$ cat src/sws_pkg.sv
// Shared constants and types for the store-word and subtract execution core.
// Assumes a byte-wide memory bus, one bus cycle per core clock.
package sws_pkg;

    // Opcodes, unprefixed page
    localparam logic [7:0] OP_SUBTRACT_FROM_ACC_A_IMM = 8'h80;
    localparam logic [7:0] OP_SUBTRACT_FROM_ACC_A_DIR = 8'h90;
    localparam logic [7:0] OP_SUBTRACT_FROM_ACC_A_EXT = 8'hB0;
    localparam logic [7:0] OP_SUBTRACT_FROM_ACC_A_IDX = 8'hA0;
    localparam logic [7:0] OP_SUBTRACT_FROM_ACC_B_IMM = 8'hC0;
    localparam logic [7:0] OP_SUBTRACT_FROM_ACC_B_DIR = 8'hD0;
    localparam logic [7:0] OP_SUBTRACT_FROM_ACC_B_EXT = 8'hF0;
    localparam logic [7:0] OP_SUBTRACT_FROM_ACC_B_IDX = 8'hE0;
    localparam logic [7:0] OP_STS_DIR  = 8'h9F;
    localparam logic [7:0] OP_STS_EXT  = 8'hBF;
    localparam logic [7:0] OP_STS_IDX  = 8'hAF;
    localparam logic [7:0] OP_STX_DIR  = 8'hDF;
    localparam logic [7:0] OP_STX_EXT  = 8'hFF;
    localparam logic [7:0] OP_STX_IDX  = 8'hEF;

    // Prefix bytes; PAGE_NONE marks an unprefixed opcode
    localparam logic [7:0] PAGE_NONE   = 8'h00;
    localparam logic [7:0] PRE_Y       = 8'h18;
    localparam logic [7:0] PRE_YX      = 8'h1A;
    localparam logic [7:0] PRE_XY      = 8'hCD;

    // Bus and reset values
    localparam logic [15:0] DUMMY_ADDR = 16'hFFFF;
    localparam logic [15:0] RESET_PC   = 16'h0000;
    localparam logic [15:0] RESET_WORD = 16'h0000;
    localparam logic [7:0]  RESET_BYTE = 8'h00;
    localparam logic [7:0]  RESET_CCR  = 8'hD0;
    localparam logic [7:0]  ZERO_PAGE  = 8'h00;
    localparam logic [15:0] WORD_STEP  = 16'h0001;

    // Condition code bit positions
    localparam int CCR_C = 0;
    localparam int CCR_V = 1;
    localparam int CCR_Z = 2;
    localparam int CCR_N = 3;

    typedef enum logic [3:0] {
        ST_IDLE  = 4'h0,
        ST_FETCH = 4'h1,
        ST_PAGE  = 4'h2,
        ST_OPND1 = 4'h3,
        ST_OPND2 = 4'h4,
        ST_DUMMY = 4'h5,
        ST_READ  = 4'h6,
        ST_WR_HI = 4'h7,
        ST_WR_LO = 4'h8
    } sws_state_t;

    typedef enum logic [2:0] {
        K_NONE  = 3'h0,
        K_SUB_A = 3'h1,
        K_SUB_B = 3'h2,
        K_ST_SP = 3'h3,
        K_ST_X  = 3'h4,
        K_ST_Y  = 3'h5
    } sws_kind_t;

    typedef enum logic [1:0] {
        M_IMM = 2'h0,
        M_DIR = 2'h1,
        M_EXT = 2'h2,
        M_IDX = 2'h3
    } sws_mode_t;

    typedef enum logic [2:0] {
        R_A   = 3'h0,
        R_B   = 3'h1,
        R_SP  = 3'h2,
        R_IX  = 3'h3,
        R_IY  = 3'h4,
        R_CCR = 3'h5,
        R_PC  = 3'h6
    } sws_rsel_t;

endpackage

$ cat src/sws_dec_if.sv
// Carrier between the execution core and its opcode decoder.
// Assumes the core drives page and opcode, the decoder answers at once.
`timescale 1ns/100ps
`default_nettype none
interface sws_dec_if;
    logic [7:0]         page;
    logic [7:0]         opcode;
    logic               valid;
    sws_pkg::sws_kind_t kind;
    sws_pkg::sws_mode_t mode;
    logic               idx_y;

    modport dec  (input page, opcode, output valid, kind, mode, idx_y);
    modport core (output page, opcode, input valid, kind, mode, idx_y);
endinterface
`default_nettype wire

$ cat src/sws_core.sv
// Execution core for 16-bit stores and 8-bit subtracts, one bus cycle
// per clock. Assumes memory answers a read within the cycle it is asked.
//
// Behaviour
// - Stack-pointer store: 9F direct 4, BF extended 5, AF X 5, 18 AF Y 6.
// - Stack-pointer store writes high byte at address, low at address+1.
// - X store writes high byte at address, low at address+1; X unchanged.
// - X store: DF, FF, EF, CD EF; cycles 4, 5, 5, 6.
// - Y store writes high byte at address, low at address+1; Y unchanged.
// - Fetches read; indexed modes read FFFF once; data cycles write.
// - Stores set N from bit 15, Z on zero word, clear V.
// - Subtract memory byte from chosen accumulator; N and Z from result.
// - Carry is borrow: ~X7&M7 | M7&R7 | R7&~X7.
// - Overflow: X7&~M7&~R7 | ~X7&M7&R7, else cleared.
// - Subtract opcodes and cycle counts per mode, all cycles read.
`timescale 1ns/100ps
`default_nettype none
module sws_core (
    input  wire logic        CORE_CLK,
    input  wire logic        RESETN,
    input  wire logic        RUN,
    input  wire logic [7:0]  DATA_IN,
    input  wire logic        REG_WR,
    input  wire logic [2:0]  REG_SEL,
    input  wire logic [15:0] REG_WDATA,
    output logic      [15:0] ADDR,
    output logic      [7:0]  DATA_OUT,
    output logic             RW,
    output logic             INSTR_DONE,
    output logic             ILLEGAL,
    output logic      [7:0]  ACC_A,
    output logic      [7:0]  ACC_B,
    output logic      [15:0] SP,
    output logic      [15:0] IX,
    output logic      [15:0] IY,
    output logic      [7:0]  CONDITION_CODE_REGISTER,
    output logic      [15:0] PC
);
    sws_dec_if dec ();

    sws_pkg::sws_state_t state_q, state_d;
    sws_pkg::sws_kind_t  kind_q, kind_d;
    sws_pkg::sws_mode_t  mode_q, mode_d;
    logic        idxy_q, idxy_d;
    logic [7:0]  page_q, page_d;
    logic [7:0]  hi_q, hi_d;
    logic [15:0] ea_q, ea_d;
    logic [15:0] pc_q, pc_d;
    logic [15:0] addr_q, addr_d;
    logic [7:0]  dout_q, dout_d;
    logic        rw_q, rw_d;
    logic        done_q, done_d;
    logic        ill_q, ill_d;
    logic [7:0]  acc_a_q, acc_a_d;
    logic [7:0]  acc_b_q, acc_b_d;
    logic [15:0] sp_q, sp_d;
    logic [15:0] ix_q, ix_d;
    logic [15:0] iy_q, iy_d;
    logic [7:0]  ccr_q, ccr_d;
    logic [15:0] st_val;
    logic [7:0]  sub_x;
    logic [7:0]  sub_r;
    logic        sub_go;
    logic        go_data;
    logic        next_ins;
    logic        is_prefix;
    logic        ovf_ref;

    sws_decode u_decode (
        .d (dec)
    );

    // Decoder sees the live bus byte; the prefix only counts after one
    assign dec.page   = (state_q == sws_pkg::ST_PAGE) ? page_q
                                                      : sws_pkg::PAGE_NONE;
    assign dec.opcode = DATA_IN;
    assign is_prefix  = (DATA_IN == sws_pkg::PRE_Y)
                        || (DATA_IN == sws_pkg::PRE_YX)
                        || (DATA_IN == sws_pkg::PRE_XY);

    // Operand selection for the data cycles
    // stored index word
    assign st_val  = (kind_q == sws_pkg::K_ST_SP) ? sp_q
                   : (kind_q == sws_pkg::K_ST_X)  ? ix_q : iy_q;
    assign sub_x   = (kind_q == sws_pkg::K_SUB_B) ? acc_b_q : acc_a_q;
    assign sub_r   = sub_x - DATA_IN;
    assign ovf_ref = sub_x[7] ^ DATA_IN[7] ? (sub_r[7] ^ sub_x[7]) : 1'b0;

    // Sequencer: each state is the bus cycle now on the pins
    always_comb
    begin
        state_d  = state_q;
        kind_d   = kind_q;
        mode_d   = mode_q;
        idxy_d   = idxy_q;
        page_d   = page_q;
        hi_d     = hi_q;
        ea_d     = ea_q;
        pc_d     = pc_q;
        addr_d   = addr_q;
        dout_d   = dout_q;
        rw_d     = 1'b1;
        done_d   = 1'b0;
        ill_d    = 1'b0;
        acc_a_d  = acc_a_q;
        acc_b_d  = acc_b_q;
        sp_d     = sp_q;
        ix_d     = ix_q;
        iy_d     = iy_q;
        ccr_d    = ccr_q;
        sub_go   = 1'b0;
        go_data  = 1'b0;
        next_ins = 1'b0;
        case (state_q)
            sws_pkg::ST_IDLE:
            begin
                // Registers are loadable only while stopped
                if (REG_WR)
                begin
                    case (REG_SEL)
                        sws_pkg::R_A:   acc_a_d = REG_WDATA[7:0];
                        sws_pkg::R_B:   acc_b_d = REG_WDATA[7:0];
                        sws_pkg::R_SP:  sp_d    = REG_WDATA;
                        sws_pkg::R_IX:  ix_d    = REG_WDATA;
                        sws_pkg::R_IY:  iy_d    = REG_WDATA;
                        sws_pkg::R_CCR: ccr_d   = REG_WDATA[7:0];
                        sws_pkg::R_PC:  pc_d    = REG_WDATA;
                        default:        pc_d    = pc_q;
                    endcase
                end
                addr_d = pc_d;
                if (RUN)
                    state_d = sws_pkg::ST_FETCH;
            end
            sws_pkg::ST_FETCH, sws_pkg::ST_PAGE:
            begin
                pc_d   = pc_q + sws_pkg::WORD_STEP;
                addr_d = pc_d;
                if (state_q == sws_pkg::ST_FETCH && is_prefix)
                begin
                    page_d  = DATA_IN;
                    state_d = sws_pkg::ST_PAGE;
                end
                else if (!dec.valid)
                begin
                    // Unknown opcode: flag it and skip the byte
                    ill_d    = 1'b1;
                    next_ins = 1'b1;
                end
                else
                begin
                    kind_d  = dec.kind;
                    mode_d  = dec.mode;
                    idxy_d  = dec.idx_y;
                    state_d = sws_pkg::ST_OPND1;
                end
            end
            sws_pkg::ST_OPND1:
            begin
                pc_d   = pc_q + sws_pkg::WORD_STEP;
                addr_d = pc_d;
                case (mode_q)
                    sws_pkg::M_IMM:
                    begin
                        sub_go   = 1'b1;
                        next_ins = 1'b1;
                    end
                    sws_pkg::M_DIR:
                    begin
                        ea_d    = {sws_pkg::ZERO_PAGE, DATA_IN};
                        go_data = 1'b1;
                    end
                    sws_pkg::M_EXT:
                    begin
                        hi_d    = DATA_IN;
                        state_d = sws_pkg::ST_OPND2;
                    end
                    default:
                    begin
                        ea_d    = (idxy_q ? iy_q : ix_q)
                                  + {sws_pkg::ZERO_PAGE, DATA_IN};
                        addr_d  = sws_pkg::DUMMY_ADDR;
                        state_d = sws_pkg::ST_DUMMY;
                    end
                endcase
            end
            sws_pkg::ST_OPND2:
            begin
                pc_d    = pc_q + sws_pkg::WORD_STEP;
                ea_d    = {hi_q, DATA_IN};
                go_data = 1'b1;
            end
            sws_pkg::ST_DUMMY: go_data = 1'b1;
            sws_pkg::ST_READ:
            begin
                sub_go   = 1'b1;
                next_ins = 1'b1;
            end
            sws_pkg::ST_WR_HI:
            begin
                addr_d  = ea_q + sws_pkg::WORD_STEP;
                dout_d  = st_val[7:0];
                rw_d    = 1'b0;
                state_d = sws_pkg::ST_WR_LO;
            end
            sws_pkg::ST_WR_LO:
            begin
                ccr_d[sws_pkg::CCR_N] = st_val[15];
                ccr_d[sws_pkg::CCR_Z] = (st_val == sws_pkg::RESET_WORD);
                ccr_d[sws_pkg::CCR_V] = 1'b0;
                next_ins = 1'b1;
            end
            default: state_d = sws_pkg::ST_IDLE;
        endcase
        // data cycle: subtract reads, stores write high byte first
        if (go_data)
        begin
            addr_d = ea_d;
            if (kind_q == sws_pkg::K_SUB_A || kind_q == sws_pkg::K_SUB_B)
                state_d = sws_pkg::ST_READ;
            else
            begin
                dout_d  = st_val[15:8];
                rw_d    = 1'b0;
                state_d = sws_pkg::ST_WR_HI;
            end
        end
        if (sub_go)
        begin
            if (kind_q == sws_pkg::K_SUB_B)
                acc_b_d = sub_r;
            else
                acc_a_d = sub_r;
            ccr_d[sws_pkg::CCR_N] = sub_r[7];
            ccr_d[sws_pkg::CCR_Z] = (sub_r == sws_pkg::RESET_BYTE);
            ccr_d[sws_pkg::CCR_V] = (sub_x[7] & ~DATA_IN[7] & ~sub_r[7])
                                  | (~sub_x[7] & DATA_IN[7] & sub_r[7]);
            ccr_d[sws_pkg::CCR_C] = (~sub_x[7] & DATA_IN[7])
                                  | (DATA_IN[7] & sub_r[7])
                                  | (sub_r[7] & ~sub_x[7]);
        end
        // Instruction boundary: stop here if RUN has dropped
        if (next_ins)
        begin
            state_d = RUN ? sws_pkg::ST_FETCH : sws_pkg::ST_IDLE;
            addr_d  = pc_d;
            page_d  = sws_pkg::PAGE_NONE;
            done_d  = !ill_d;
        end
    end

    // State and bus registers; bus pins come straight from flip-flops
    always_ff @(posedge CORE_CLK or negedge RESETN)
    begin
        if (!RESETN)
        begin
            state_q <= sws_pkg::ST_IDLE;
            kind_q  <= sws_pkg::K_NONE;
            mode_q  <= sws_pkg::M_IMM;
            idxy_q  <= 1'b0;
            page_q  <= sws_pkg::PAGE_NONE;
            hi_q    <= sws_pkg::RESET_BYTE;
            ea_q    <= sws_pkg::RESET_WORD;
            pc_q    <= sws_pkg::RESET_PC;
            addr_q  <= sws_pkg::RESET_PC;
            dout_q  <= sws_pkg::RESET_BYTE;
            rw_q    <= 1'b1;
            done_q  <= 1'b0;
            ill_q   <= 1'b0;
            acc_a_q <= sws_pkg::RESET_BYTE;
            acc_b_q <= sws_pkg::RESET_BYTE;
            sp_q    <= sws_pkg::RESET_WORD;
            ix_q    <= sws_pkg::RESET_WORD;
            iy_q    <= sws_pkg::RESET_WORD;
            ccr_q   <= sws_pkg::RESET_CCR;
        end
        else
        begin
            state_q <= state_d;
            kind_q  <= kind_d;
            mode_q  <= mode_d;
            idxy_q  <= idxy_d;
            page_q  <= page_d;
            hi_q    <= hi_d;
            ea_q    <= ea_d;
            pc_q    <= pc_d;
            addr_q  <= addr_d;
            dout_q  <= dout_d;
            rw_q    <= rw_d;
            done_q  <= done_d;
            ill_q   <= ill_d;
            acc_a_q <= acc_a_d;
            acc_b_q <= acc_b_d;
            sp_q    <= sp_d;
            ix_q    <= ix_d;
            iy_q    <= iy_d;
            ccr_q   <= ccr_d;
        end
    end

    // Outputs
    assign ADDR       = addr_q;
    assign DATA_OUT   = dout_q;
    assign RW         = rw_q;
    assign INSTR_DONE = done_q;
    assign ILLEGAL    = ill_q;
    assign ACC_A      = acc_a_q;
    assign ACC_B      = acc_b_q;
    assign SP         = sp_q;
    assign IX         = ix_q;
    assign IY         = iy_q;
    assign CONDITION_CODE_REGISTER        = ccr_q;
    assign PC         = pc_q;
endmodule
`default_nettype wire

$ cat src/sws_decode.sv
// Combinational opcode decoder for the store-word and subtract groups.
// Assumes page holds the prefix byte seen before the opcode, or none.
`timescale 1ns/100ps
`default_nettype none
module sws_decode (
    sws_dec_if.dec d
);
    sws_pkg::sws_kind_t base_kind;
    sws_pkg::sws_mode_t base_mode;

    // Group and addressing mode from the opcode alone
    always_comb
    begin
        case (d.opcode)
            sws_pkg::OP_SUBTRACT_FROM_ACC_A_IMM, sws_pkg::OP_SUBTRACT_FROM_ACC_A_DIR,
            sws_pkg::OP_SUBTRACT_FROM_ACC_A_EXT, sws_pkg::OP_SUBTRACT_FROM_ACC_A_IDX: base_kind = sws_pkg::K_SUB_A;
            sws_pkg::OP_SUBTRACT_FROM_ACC_B_IMM, sws_pkg::OP_SUBTRACT_FROM_ACC_B_DIR,
            sws_pkg::OP_SUBTRACT_FROM_ACC_B_EXT, sws_pkg::OP_SUBTRACT_FROM_ACC_B_IDX: base_kind = sws_pkg::K_SUB_B;
            sws_pkg::OP_STS_DIR, sws_pkg::OP_STS_EXT,
            sws_pkg::OP_STS_IDX: base_kind = sws_pkg::K_ST_SP;
            sws_pkg::OP_STX_DIR, sws_pkg::OP_STX_EXT,
            sws_pkg::OP_STX_IDX: base_kind = sws_pkg::K_ST_X;
            default: base_kind = sws_pkg::K_NONE;
        endcase
        case (d.opcode)
            sws_pkg::OP_SUBTRACT_FROM_ACC_A_DIR, sws_pkg::OP_SUBTRACT_FROM_ACC_B_DIR,
            sws_pkg::OP_STS_DIR, sws_pkg::OP_STX_DIR: base_mode = sws_pkg::M_DIR;
            sws_pkg::OP_SUBTRACT_FROM_ACC_A_EXT, sws_pkg::OP_SUBTRACT_FROM_ACC_B_EXT,
            sws_pkg::OP_STS_EXT, sws_pkg::OP_STX_EXT: base_mode = sws_pkg::M_EXT;
            sws_pkg::OP_SUBTRACT_FROM_ACC_A_IDX, sws_pkg::OP_SUBTRACT_FROM_ACC_B_IDX,
            sws_pkg::OP_STS_IDX, sws_pkg::OP_STX_IDX: base_mode = sws_pkg::M_IDX;
            default: base_mode = sws_pkg::M_IMM;
        endcase
    end

    // Prefix pages; the Y store lives only on prefixed pages so that it
    // never shares an encoding with the X store
    always_comb
    begin
        d.mode  = base_mode;
        d.kind  = base_kind;
        d.idx_y = 1'b0;
        d.valid = 1'b0;
        case (d.page)
            sws_pkg::PAGE_NONE: d.valid = (base_kind != sws_pkg::K_NONE);
            sws_pkg::PRE_Y:
            begin
                if (base_kind == sws_pkg::K_ST_X)
                begin
                    d.kind  = sws_pkg::K_ST_Y;
                    d.idx_y = (base_mode == sws_pkg::M_IDX);
                    d.valid = 1'b1;
                end
                else
                begin
                    d.idx_y = 1'b1;
                    d.valid = (base_mode == sws_pkg::M_IDX)
                              && (base_kind != sws_pkg::K_NONE);
                end
            end
            sws_pkg::PRE_YX:
            begin
                d.kind  = sws_pkg::K_ST_Y;
                d.valid = (d.opcode == sws_pkg::OP_STX_IDX);
            end
            sws_pkg::PRE_XY:
            begin
                d.idx_y = 1'b1;
                d.valid = (d.opcode == sws_pkg::OP_STX_IDX);
            end
            default: d.valid = 1'b0;
        endcase
    end
endmodule
`default_nettype wire

$ cat config.mk
export PLATFORM = sky130hd
export DESIGN_NAME = sws_core
export DESIGN_NICKNAME = d
export VERILOG_FILES = /design/src/sws_pkg.sv /design/src/sws_dec_if.sv /design/src/sws_core.sv /design/src/sws_decode.sv
export SDC_FILE = /design/constraint.sdc
export NUM_CORES = 1
export LEC_CHECK = 0
export BUFFER_PORTS_ARGS = -buffer_cell sky130_fd_sc_hd__buf_2
export CORE_MARGIN = 4
export CORE_UTILIZATION = 50
export DETAILED_ROUTE_END_ITERATION = 10
export PLACE_DENSITY = 0.71
export SYNTH_ARGS = -nofsm -noshare
export SYNTH_HDL_FRONTEND = slang
export SYNTH_SLANG_ARGS = --single-unit
$ cat constraint.sdc
create_clock -name CORE_CLK -period 8.1 [get_ports CORE_CLK]
set_clock_uncertainty 0.15 [all_clocks]
set_input_delay 0.81 -clock CORE_CLK [delete_from_list [all_inputs] [get_ports CORE_CLK]]
set_output_delay 0.81 -clock CORE_CLK [all_outputs]
set_load 0.02 [all_outputs]
==> results of run 1 <==
-- cell usage in the layout, fill, tap and decap left out, drive strengths merged, types with 6 or more instances in the layout --
cell type  synthesis  routed
a211oi             6       6
a21o               8       8
a21oi             57      57
a221o             11      11
a221oi            13      13
a22oi             16      16
a31oi              7       7
and3               7       7
buf               26     160
clkbuf            44      18
dfrtp            153     153
ha                19      19
inv               28      34
mux2              79      79
mux2i             42      42
nand2             69      69
nand2b            10      10
nand3             21      21
nand4             17      17
nor2              81      81
nor2b             40      40
nor3              26      26
nor3b             19      19
nor4              17      17
o211ai            18      18
o21ai             99      99
o221ai             6       6
o22ai              9       9
o2bb2ai            6       6
o31ai             11      11
xnor2             30      30
xor2              16      16
-- cells by family (layout without fill, tap and decap cells) --
logic type | after synthesis | after routing | synth area share
DFF | 157 | 157 | 0.3906
buffers and inverters | 98 | 220 | 0.04224
and+or+nand+nor | 338 | 338 | 0.1806
AOI/OAI and AO/OA | 292 | 292 | 0.1870
adders and majority gates | 22 | 22 | 0.02957
muxes | 121 | 121 | 0.1301
xor gates and xnor gates | 46 | 46 | 0.04000
-- cell type report --
cell class	instances	area, um^2
Timing Repair Buffer	160	844.6
Fill cell	1798	8061
Tap cell	265	331.6
Clock inverter	14	225.2
Inverter	28	105.1
Multi-Input combinational cell	819	5713
Clock buffer	18	439.2
Sequential cell	157	3934
-- final timing paths --
path	start	endpoint	slack, ns	depth (start not counted)
max	kind_q[1]	CONDITION_CODE_REGISTER[2]	3.52	17
min	RESETN	IX[11]	0.25	1
max reg2reg	kind_q[1]	CONDITION_CODE_REGISTER[2]	3.52	17
min reg2reg	ADDR[5]	ADDR[5]	0.33	2
max in group asynchronous	RESETN	hi_q[4]	6.02	2
min in group CORE_CLK	ADDR[5]	ADDR[5]	0.33	2
-- sequential cells by signal, indices dropped and copies added, names as in the netlist, 16 cells and up --
| name | flops |
|---|---|
| ea_q | 16 |
| IX | 16 |
| SP | 16 |
| IY | 16 |
| PC | 16 |
| ADDR | 16 |
-- power by group --
| group | switching (mW) | leakage, nW | internal [mW] | total (mW) |
|---|---|---|---|---|
| clock network | 0.375 | 0.326 | 0.539 | 0.914 |
| logic | 1.37 | 3.00 | 0.907 | 2.27 |
| registers | 0.393 | 1.96 | 1.10 | 1.49 |
-- metrics by stage --
step,hold WS [ns],std cells,utilization,worst slack (ns)
after floorplan,0.3002,1074,-,3.776
after global placement,0.3171,1429,0.5560,3.594
after detailed placement,0.3149,1429,0.5560,3.556
after CTS,0.2738,1461,0.5898,3.531
after global routing,0.3046,1461,0.5898,3.177
final,0.2470,1461,0.5898,3.522
-- per-layer routing --
metal | up-vias | global-route usage | wire length (um)
met5 | - | 0 | 0
met4 | 0 | 0.1002 | 1110
met3 | 70 | 0.06390 | 2773
met2 | 458 | 0.4623 | 14970
met1 | 4487 | 0.4001 | 13600
li1 | 4190 | - | -
==> impl_metrics.env, run 1 <==
export IMPL_path_buf_inv=2
export IMPL_fp_dieW_um=149.9
export IMPL_tightest_slew_ns=1.144
export IMPL_drt_iter0_drc=895
export IMPL_slew_headroom=0.2351
export IMPL_cts_tree="built"
export IMPL_ant_nets=0
export IMPL_synthTopCellsByCount="153 x dfrtp_1, 93 x o21ai_0, 80 x nor2_1, 79 x mux2_2, 68 x nand2_1"
export IMPL_ctsHoldBuffers=0
export IMPL_finalHoldViolCount=0
export IMPL_htreeDepth=4
export IMPL_fp_dieArea_mm2=0.02248
export IMPL_synth_avg_cell_area_um2=9.378
export IMPL_via_per_inst=6.300
export IMPL_slew_violations=0
export IMPL_syn_instance_count=1074
export IMPL_synth_top_area_frac=0.3801
export IMPL_power_density_mw_per_mm2=404.0
export IMPL_area_growth_pct=15.09
export IMPL_crit_family="simple AND/OR/NAND/NOR gates"
export IMPL_syn_area_mm2=0.01007
export IMPL_crit_chain="buf_4 > nor3b_1 > buf_4 > mux2_2 > ha_1 > nor2b_1 > o21ai_0 > a21oi_1 > o21ai_0 > nand2b_1 > a21o_1 > a21o_1 > fa_1 > nor4b_1 > nand2_1 > or3_1 > o31ai_1"
export IMPL_synth_top_flop_cell="dfrtp_1"
export IMPL_rsz0062_at_grt="no"
export IMPL_clock_sinks=157
export IMPL_async_flop_share=1.000
export IMPL_nets=1236
export IMPL_p_leak_nw=5.279
export IMPL_worstPathArrival_ns=4.78
export IMPL_peakVddDrop_v=0.0001947
export IMPL_std_cell_rows=51
export IMPL_cp_max_fo=37
export IMPL_drive_gt1_frac=0.2433
export IMPL_grt_overflow_total=0
export IMPL_dieHeight_um=149.9
export IMPL_ys_seq_area_frac=0.3906
export IMPL_antenna_found_initial=0
export IMPL_slowest_stage="fa_1"
export IMPL_grt_max_degree=81
export IMPL_n_antenna_cell=0
export IMPL_root_buffer="clkbuf_16"
export IMPL_dr_pass1_iters=5
export IMPL_start_util=0.5125
export IMPL_yosysMostFrequentCell="dfrtp_1"
export IMPL_max_freq_ghz=0.2185
export IMPL_cts_resized=0
export IMPL_grt_usage=0.2928
export IMPL_place_area_mm2=0.01093
export IMPL_fin_area_mm2=0.01159
export IMPL_maxCapViolations=0
export IMPL_yosysWarnings=0
export IMPL_drc=0
export IMPL_placement_io_buffers=145
export IMPL_via_count=9205
export IMPL_min_period_ns=4.578
export IMPL_wire_per_inst_um=22.21
export IMPL_grt_pass1_vias=8700
export IMPL_yosysTopAreaCell="dfrtp_1"
export IMPL_postCtsSetupRepairBufs=0
export IMPL_total_power_mw=4.683
export IMPL_ys_seq_elements=157
export IMPL_wl_um=32450
export IMPL_fin_crit_sh=0.5651
export IMPL_slowest_delay_ns=0.54
export IMPL_critical_path_required_ns=8.30
export IMPL_synth_fp_nets=1127
export IMPL_cts_reportedPaths_clkPinSlew_ns=0.07
export IMPL_fp_coreArea_mm2=0.01965
export IMPL_fin_tns_setup_ns=0
export IMPL_cp_start_kind="register"
export IMPL_grt_pass1_wl_um=50690
export IMPL_insertion_delay_ns=0.44
export IMPL_netlist_top_cells_area="dfrtp_1 38%, mux2_2 8.8%, o21ai_0 4.6%"
export IMPL_hpwl_um=23010
export IMPL_io_pins=146
export IMPL_status="finished, final reports clean"
export IMPL_critical_path_class="register to register"
export IMPL_setup_violations=0
export IMPL_gp_routability_congestion=0.9266
export IMPL_cts_buffers=17
export IMPL_ys_types=74
export IMPL_hp_class="input pin to asynchronous set/reset pin"
export IMPL_clockBufferDepth=2
export IMPL_synth_edff_count=0
export IMPL_crit_path_end_kind="register"
(Power assumes the default switching activity.)
==> run 2: changes to the inputs <==
==> constraint.sdc (replaced) <==
create_clock -name CORE_CLK -period 4.5 [get_ports CORE_CLK]
set_clock_uncertainty 0.15 [all_clocks]
set_input_delay 0.45 -clock CORE_CLK [delete_from_list [all_inputs] [get_ports CORE_CLK]]
set_output_delay 0.45 -clock CORE_CLK [all_outputs]
set_load 0.02 [all_outputs]
==> impl_metrics.env, run 2 (synthesis results as in run 1) <==
export IMPL_combPwrFrac=0.501
export IMPL_via_count=9263
export IMPL_fin_ws_ns=0.2442
export IMPL_fp_coreArea_mm2=0.01965
export IMPL_rsz0062_at_grt="no"
export IMPL_final_common_cell="dfrtp_1"
export IMPL_root_buffer="clkbuf_16"
export IMPL_layout_common_cells="153 x dfrtp_1, 144 x buf_2, 93 x o21ai_0, 80 x nor2_1, 79 x mux2_2"
export IMPL_hold_ws_ns=0.1525
export IMPL_grt_overflow_total=0
export IMPL_fp_dieArea_mm2=0.02248
export IMPL_setup_violations=0
export IMPL_start_util=0.5125
export IMPL_cts_buffers=17
export IMPL_cp_start_kind="register"
export IMPL_p_sw_mw=3.821
export IMPL_clock_sinks=157
export IMPL_worstPathArrival_ns=4.45
export IMPL_placement_io_buffers=145
export IMPL_io_pins=146
export IMPL_status="finished, final reports clean"
export IMPL_crit_path_end_kind="register"
export IMPL_fin_crit_sh=0.9457
export IMPL_finalHoldViolCount=0
export IMPL_fin_util=0.5882
export IMPL_wl_um=32580
export IMPL_internal_power_mw=4.416
export IMPL_p_sw_frac=0.4639
export IMPL_p_leak_nw=5.261
export IMPL_via_per_inst=6.306
export IMPL_critical_path_required_ns=4.69
export IMPL_slowest_delay_ns=0.53
export IMPL_drc=0
export IMPL_max_freq_ghz=0.2350
export IMPL_power_frac_seq=0.326
export IMPL_grt_pass1_wl_um=51050
export IMPL_crit_family="simple AND/OR/NAND/NOR gates"
export IMPL_path_buf_inv=1
export IMPL_hp_class="input pin to register"
export IMPL_area_growth_pct=14.78
export IMPL_peakVddDrop_v=0.0004190
export IMPL_power_density_mw_per_mm2=712.4
export IMPL_slowest_stage="fa_1"
export IMPL_std_cell_rows=51
export IMPL_cts_reportedPaths_clkPinSlew_ns=0.07
export IMPL_min_period_ns=4.256
export IMPL_grt_usage=0.2941
export IMPL_n_antenna_cell=0
export IMPL_insertion_delay_ns=0.43
export IMPL_cts_resized=0
export IMPL_pwr_share_clk=0.173
export IMPL_maxCapViolations=0
export IMPL_slew_violations=0
export IMPL_wire_per_inst_um=22.18
export IMPL_fin_tns_setup_ns=0
export IMPL_fp_dieW_um=149.9
export IMPL_drt_iter0_drc=886
export IMPL_postCtsSetupRepairBufs=0
export IMPL_slew_headroom=0.3012
export IMPL_crit_chain="nor3b_1 > buf_4 > mux2_2 > ha_1 > o21ai_0 > a21oi_1 > o21ai_0 > nand2b_1 > a21o_1 > a21o_1 > fa_1 > nor4b_1 > nand2_1 > or3_1 > o31ai_1"
export IMPL_critical_path_class="register to register"
export IMPL_antenna_found_initial=0
export IMPL_gp_routability_congestion=0.9468
export IMPL_dr_pass1_iters=6
export IMPL_grt_pass1_vias=8820
export IMPL_htreeDepth=4
export IMPL_nets=1244
export IMPL_clockBufferDepth=2
export IMPL_dieHeight_um=149.9
export IMPL_cp_max_fo=9
export IMPL_tightest_slew_ns=1.045
export IMPL_cts_tree="built"
export IMPL_ant_nets=0
export IMPL_ctsHoldBuffers=1
export IMPL_grt_max_degree=83
export IMPL_hpwl_um=23390
export IMPL_drive_gt1_frac=0.2467
export IMPL_dpl_worst_slack_ns=0.3125
-- run 2: cell types whose count changed in the layout (fill, tap and decap cells not counted) --
cell and change:
dlygate4sd3_1 +1, buf_4 +7, clkinv_2 +1, inv_6 +3, inv_8 -4, clkinvlp_4 +3
clkbuf_1 +1, clkinv_8 -1, bufinv_16 -3
-- run 2: layout make-up --
cell class                      count  area [um^2]
Sequential cell                   157         3934
Clock buffer                       19        442.9
Inverter                           28        105.1
Timing Repair Buffer              168        907.1
Clock inverter                     13        127.6
Multi-Input combinational cell    819         5713
Fill cell                        1788         8093
Tap cell                          265        331.6
-- run 2: worst reg2reg max path, delay by kind of cell, from the launching register on --
| kind | cells | cell delay [ns] |
|---|---|---|
| muxes | 1 | 0.36 |
| buffers and inverters | 1 | 0.26 |
| AOI/OAI and AO/OA | 6 | 0.97 |
| and+or+nand+nor | 5 | 1.20 |
| adders and majority gates | 2 | 0.85 |
| DFF | 1 | 0.37 |
-- run 2: power by group through the flow --
stage	registers, mW	clock network (mW)	logic [mW]
after floorplan	2.99	0	2.43
after global placement	2.67	0	4.01
after detailed placement	2.68	0	4.07
after CTS	2.66	1.44	4.10
after global routing	2.76	1.51	4.46
final	2.69	1.42	4.13
-- run 2: worst paths after layout --
| kind | startpoint | endpoint | slack (ns) | depth (start not counted) |
|---|---|---|---|---|
| hold / removal | RUN | state_q[0] | 0.15 | 2 |
| hold reg to reg | ADDR[6] | ADDR[6] | 0.33 | 2 |
| setup reg to reg | kind_q[2] | CONDITION_CODE_REGISTER[2] | 0.24 | 15 |
| min in group asynchronous | RESETN | IX[11] | 0.48 | 2 |
| max in group asynchronous | RESETN | CONDITION_CODE_REGISTER[6] | 2.68 | 3 |
| setup / recovery | kind_q[2] | CONDITION_CODE_REGISTER[2] | 0.24 | 15 |
-- run 2: metal layers --
| metal | vias to the layer above | routed length (um) | global-route usage |
|---|---|---|---|
| li1 | 4203 | - | - |
| met1 | 4528 | 13830 | 0.4049 |
| met2 | 452 | 15220 | 0.4692 |
| met3 | 80 | 2511 | 0.05088 |
| met4 | 0 | 1014 | 0.1043 |
| met5 | - | 0 | 0 |
-- run 2: metrics by stage --
step                cell area [um^2]  cells  power [mW]
global placement               10980   1436       6.684
finish                         11560   1469       8.237
floorplan                      10070   1074       5.420
detailed placement             10980   1436       6.756
CTS                            11560   1469       8.195
global route                   11560   1469       8.734
==> run 3: changes to the inputs <==
--- a/config.mk
+++ b/config.mk
@@ -10,6 +10,8 @@
 export CORE_UTILIZATION = 50
 export DETAILED_ROUTE_END_ITERATION = 10
 export PLACE_DENSITY = 0.71
+export RECOVER_POWER = 50
 export SYNTH_ARGS = -nofsm -noshare
 export SYNTH_HDL_FRONTEND = slang
+export SYNTH_HIERARCHICAL = 1
 export SYNTH_SLANG_ARGS = --single-unit
==> impl_metrics.env, run 3 <==
export IMPL_root_buffer="clkbuf_16"
export IMPL_cts_resized=0
export IMPL_setup_violations=0
export IMPL_placement_io_buffers=145
export IMPL_layoutNonFillerInstCount=1519
export IMPL_slew_headroom=-0.4987
export IMPL_synthTopCellsByCount="153 x dfrtp_1, 106 x nand2_1, 87 x mux2_2, 82 x o21ai_0, 78 x nor2_1"
export IMPL_hp_class="input pin to register"
export IMPL_status="complete, but fails checks"
export IMPL_io_pins=146
export IMPL_antenna_found_initial=0
export IMPL_start_util=0.5119
export IMPL_peakVddDrop_v=0.0004105
export IMPL_fin_tns_setup_ns=0
export IMPL_power_density_mw_per_mm2=712.0
export IMPL_finalHoldViolCount=0
export IMPL_fin_crit_sh=0.9051
export IMPL_grt_usage=0.2870
export IMPL_grt_pass1_wl_um=53370
export IMPL_grt_overflow_total=0
export IMPL_cts_reportedPaths_clkPinSlew_ns=0.07
export IMPL_p_leak_nw=4.958
export IMPL_clock_sinks=157
export IMPL_area_growth_pct=12.48
export IMPL_insertion_delay_ns=0.43
export IMPL_gp_routability_congestion=0.9553
export IMPL_synth_edff_count=0
export IMPL_synth_avg_cell_area_um2=9.320
export IMPL_fp_coreArea_mm2=0.02043
export IMPL_place_inst=1486
export IMPL_grt_pass1_vias=9331
export IMPL_ys_seq_elements=157
export IMPL_fp_dieArea_mm2=0.02329
export IMPL_drive_gt1_frac=0.1657
export IMPL_ys_seq_area_frac=0.3762
export IMPL_place_area_mm2=0.01132
export IMPL_crit_path_end_kind="register"
export IMPL_drc=0
export IMPL_grt_max_degree=85
export IMPL_cp_start_kind="register"
export IMPL_yosysMostFrequentCell="dfrtp_1"
export IMPL_wl_um=33940
export IMPL_drt_iter0_drc=909
export IMPL_syn_area_mm2=0.01046
export IMPL_synth_top_area_frac=0.3661
export IMPL_syn_instance_count=1122
export IMPL_wire_per_inst_um=22.34
export IMPL_maxCapViolations=1
export IMPL_htreeDepth=4
export IMPL_dieHeight_um=152.6
export IMPL_slew_violations=85
export IMPL_cp_max_fo=13
export IMPL_final_common_cell="dfrtp_1"
export IMPL_fp_dieW_um=152.6
export IMPL_worstPathArrival_ns=4.24
export IMPL_critical_path_required_ns=4.66
export IMPL_yosysWarnings=6
export IMPL_critical_path_class="register to register"
export IMPL_nets=1289
export IMPL_std_cell_rows=52
export IMPL_ys_types=85
export IMPL_fillCellCount=1917
export IMPL_synth_fp_nets=1175
export IMPL_dr_pass1_iters=6
export IMPL_ctsHoldBuffers=1
export IMPL_postCtsSetupRepairBufs=0
export IMPL_n_antenna_cell=0
export IMPL_max_freq_ghz=0.2455
export IMPL_rsz0062_at_grt="no"
export IMPL_min_period_ns=4.073
export IMPL_yosysTopAreaCell="dfrtp_1"
export IMPL_cts_tree="built"
export IMPL_cts_buffers=17
export IMPL_layout_common_cells="153 x dfrtp_1, 116 x clkbuf_1, 106 x nand2_1, 87 x mux2_2, 82 x o21ai_0"
export IMPL_via_count=9671
export IMPL_violations="capacitance limit, slew limit"
export IMPL_clockBufferDepth=2
export IMPL_async_flop_share=1.000
export IMPL_fin_area_mm2=0.01176
export IMPL_tightest_slew_ns=2.248
export IMPL_synth_top_flop_cell="dfrtp_1"
export IMPL_netlist_top_cells_area="dfrtp_1 37%, mux2_2 9.4%, o21ai_0 3.9%"
export IMPL_hpwl_um=24590
export IMPL_ant_nets=0
export IMPL_via_per_inst=6.367
run 3: per-layer routing:
layer / track usage / share of wire / vias to the layer above
li1: - / - / 4366
met1: 0.3917 / 0.41 / 4751
met2: 0.4651 / 0.47 / 484
met3: 0.04686 / 0.079 / 70
met4: 0.1018 / 0.035 / 0
met5: 0 / 0 / -
run 3: logic make-up after synthesis:
logic type	count (synthesis)	synth area share
adders and majority gates	22	0.02848
xor gates and xnor gates	42	0.03518
DFF	157	0.3762
and+or+nand+nor	367	0.1869
buffers and inverters	99	0.04259
muxes	116	0.1214
AOI/OAI and AO/OA	319	0.2093
run 3: worst max-delay path: stages, from the launching register on:
cell and delay [ns]:
dfrtp_1 0.67, nor2b_1 0.26, and3_1 0.26, or4_4 0.54
or4_1 0.54, a2bb2oi_1 0.18, o21ai_2 0.24, o21a_1 0.45
nand2_1 0.23, nor4_1 0.35, nor3_1 0.09
run 3: final cells by class:
cell class	instances	area [um^2]	area share
well taps	270	337.8	0.02872
clock buffers	18	429.2	0.03649
repair buffers	161	701.9	0.05967
multi-input cells	866	6078	0.5168
inverters	33	123.9	0.01053
flip-flops and latches	157	3934	0.3344
clock inverters	14	157.7	0.01340
run 3: path summary, 6_finish.rpt:
path / start / to / slack (ns) / cells after the start
max: state_q[0] / ADDR[12] / 0.43 / 10
min: RUN / state_q[0] / 0.18 / 3
max reg2reg: state_q[0] / ADDR[12] / 0.43 / 10
min reg2reg: page_q[3] / page_q[3] / 0.35 / 2
max in group asynchronous: RESETN / IY[9] / 1.22 / 3
min in group asynchronous: RESETN / ACC_B[7] / 1.06 / 2
run 3: metrics by stage:
step	hold slack, ns	total power, mW	setup WS, ns	util
finish	0.1760	8.375	0.4272	0.5758
global route	0.1882	8.870	0.2614	0.5758
CTS	0.1601	8.444	0.4840	0.5832
detailed placement	0.3360	6.964	0.5086	0.5540
global placement	0.3293	6.869	0.6190	0.5540
floorplan	0.004409	5.586	0.7114	-
run 3: report_power, final:
group	switching, mW	leakage, nW	internal [mW]
sequential	0.689	1.94	1.99
clock	0.638	0.284	0.828
combinational	2.66	2.73	1.58
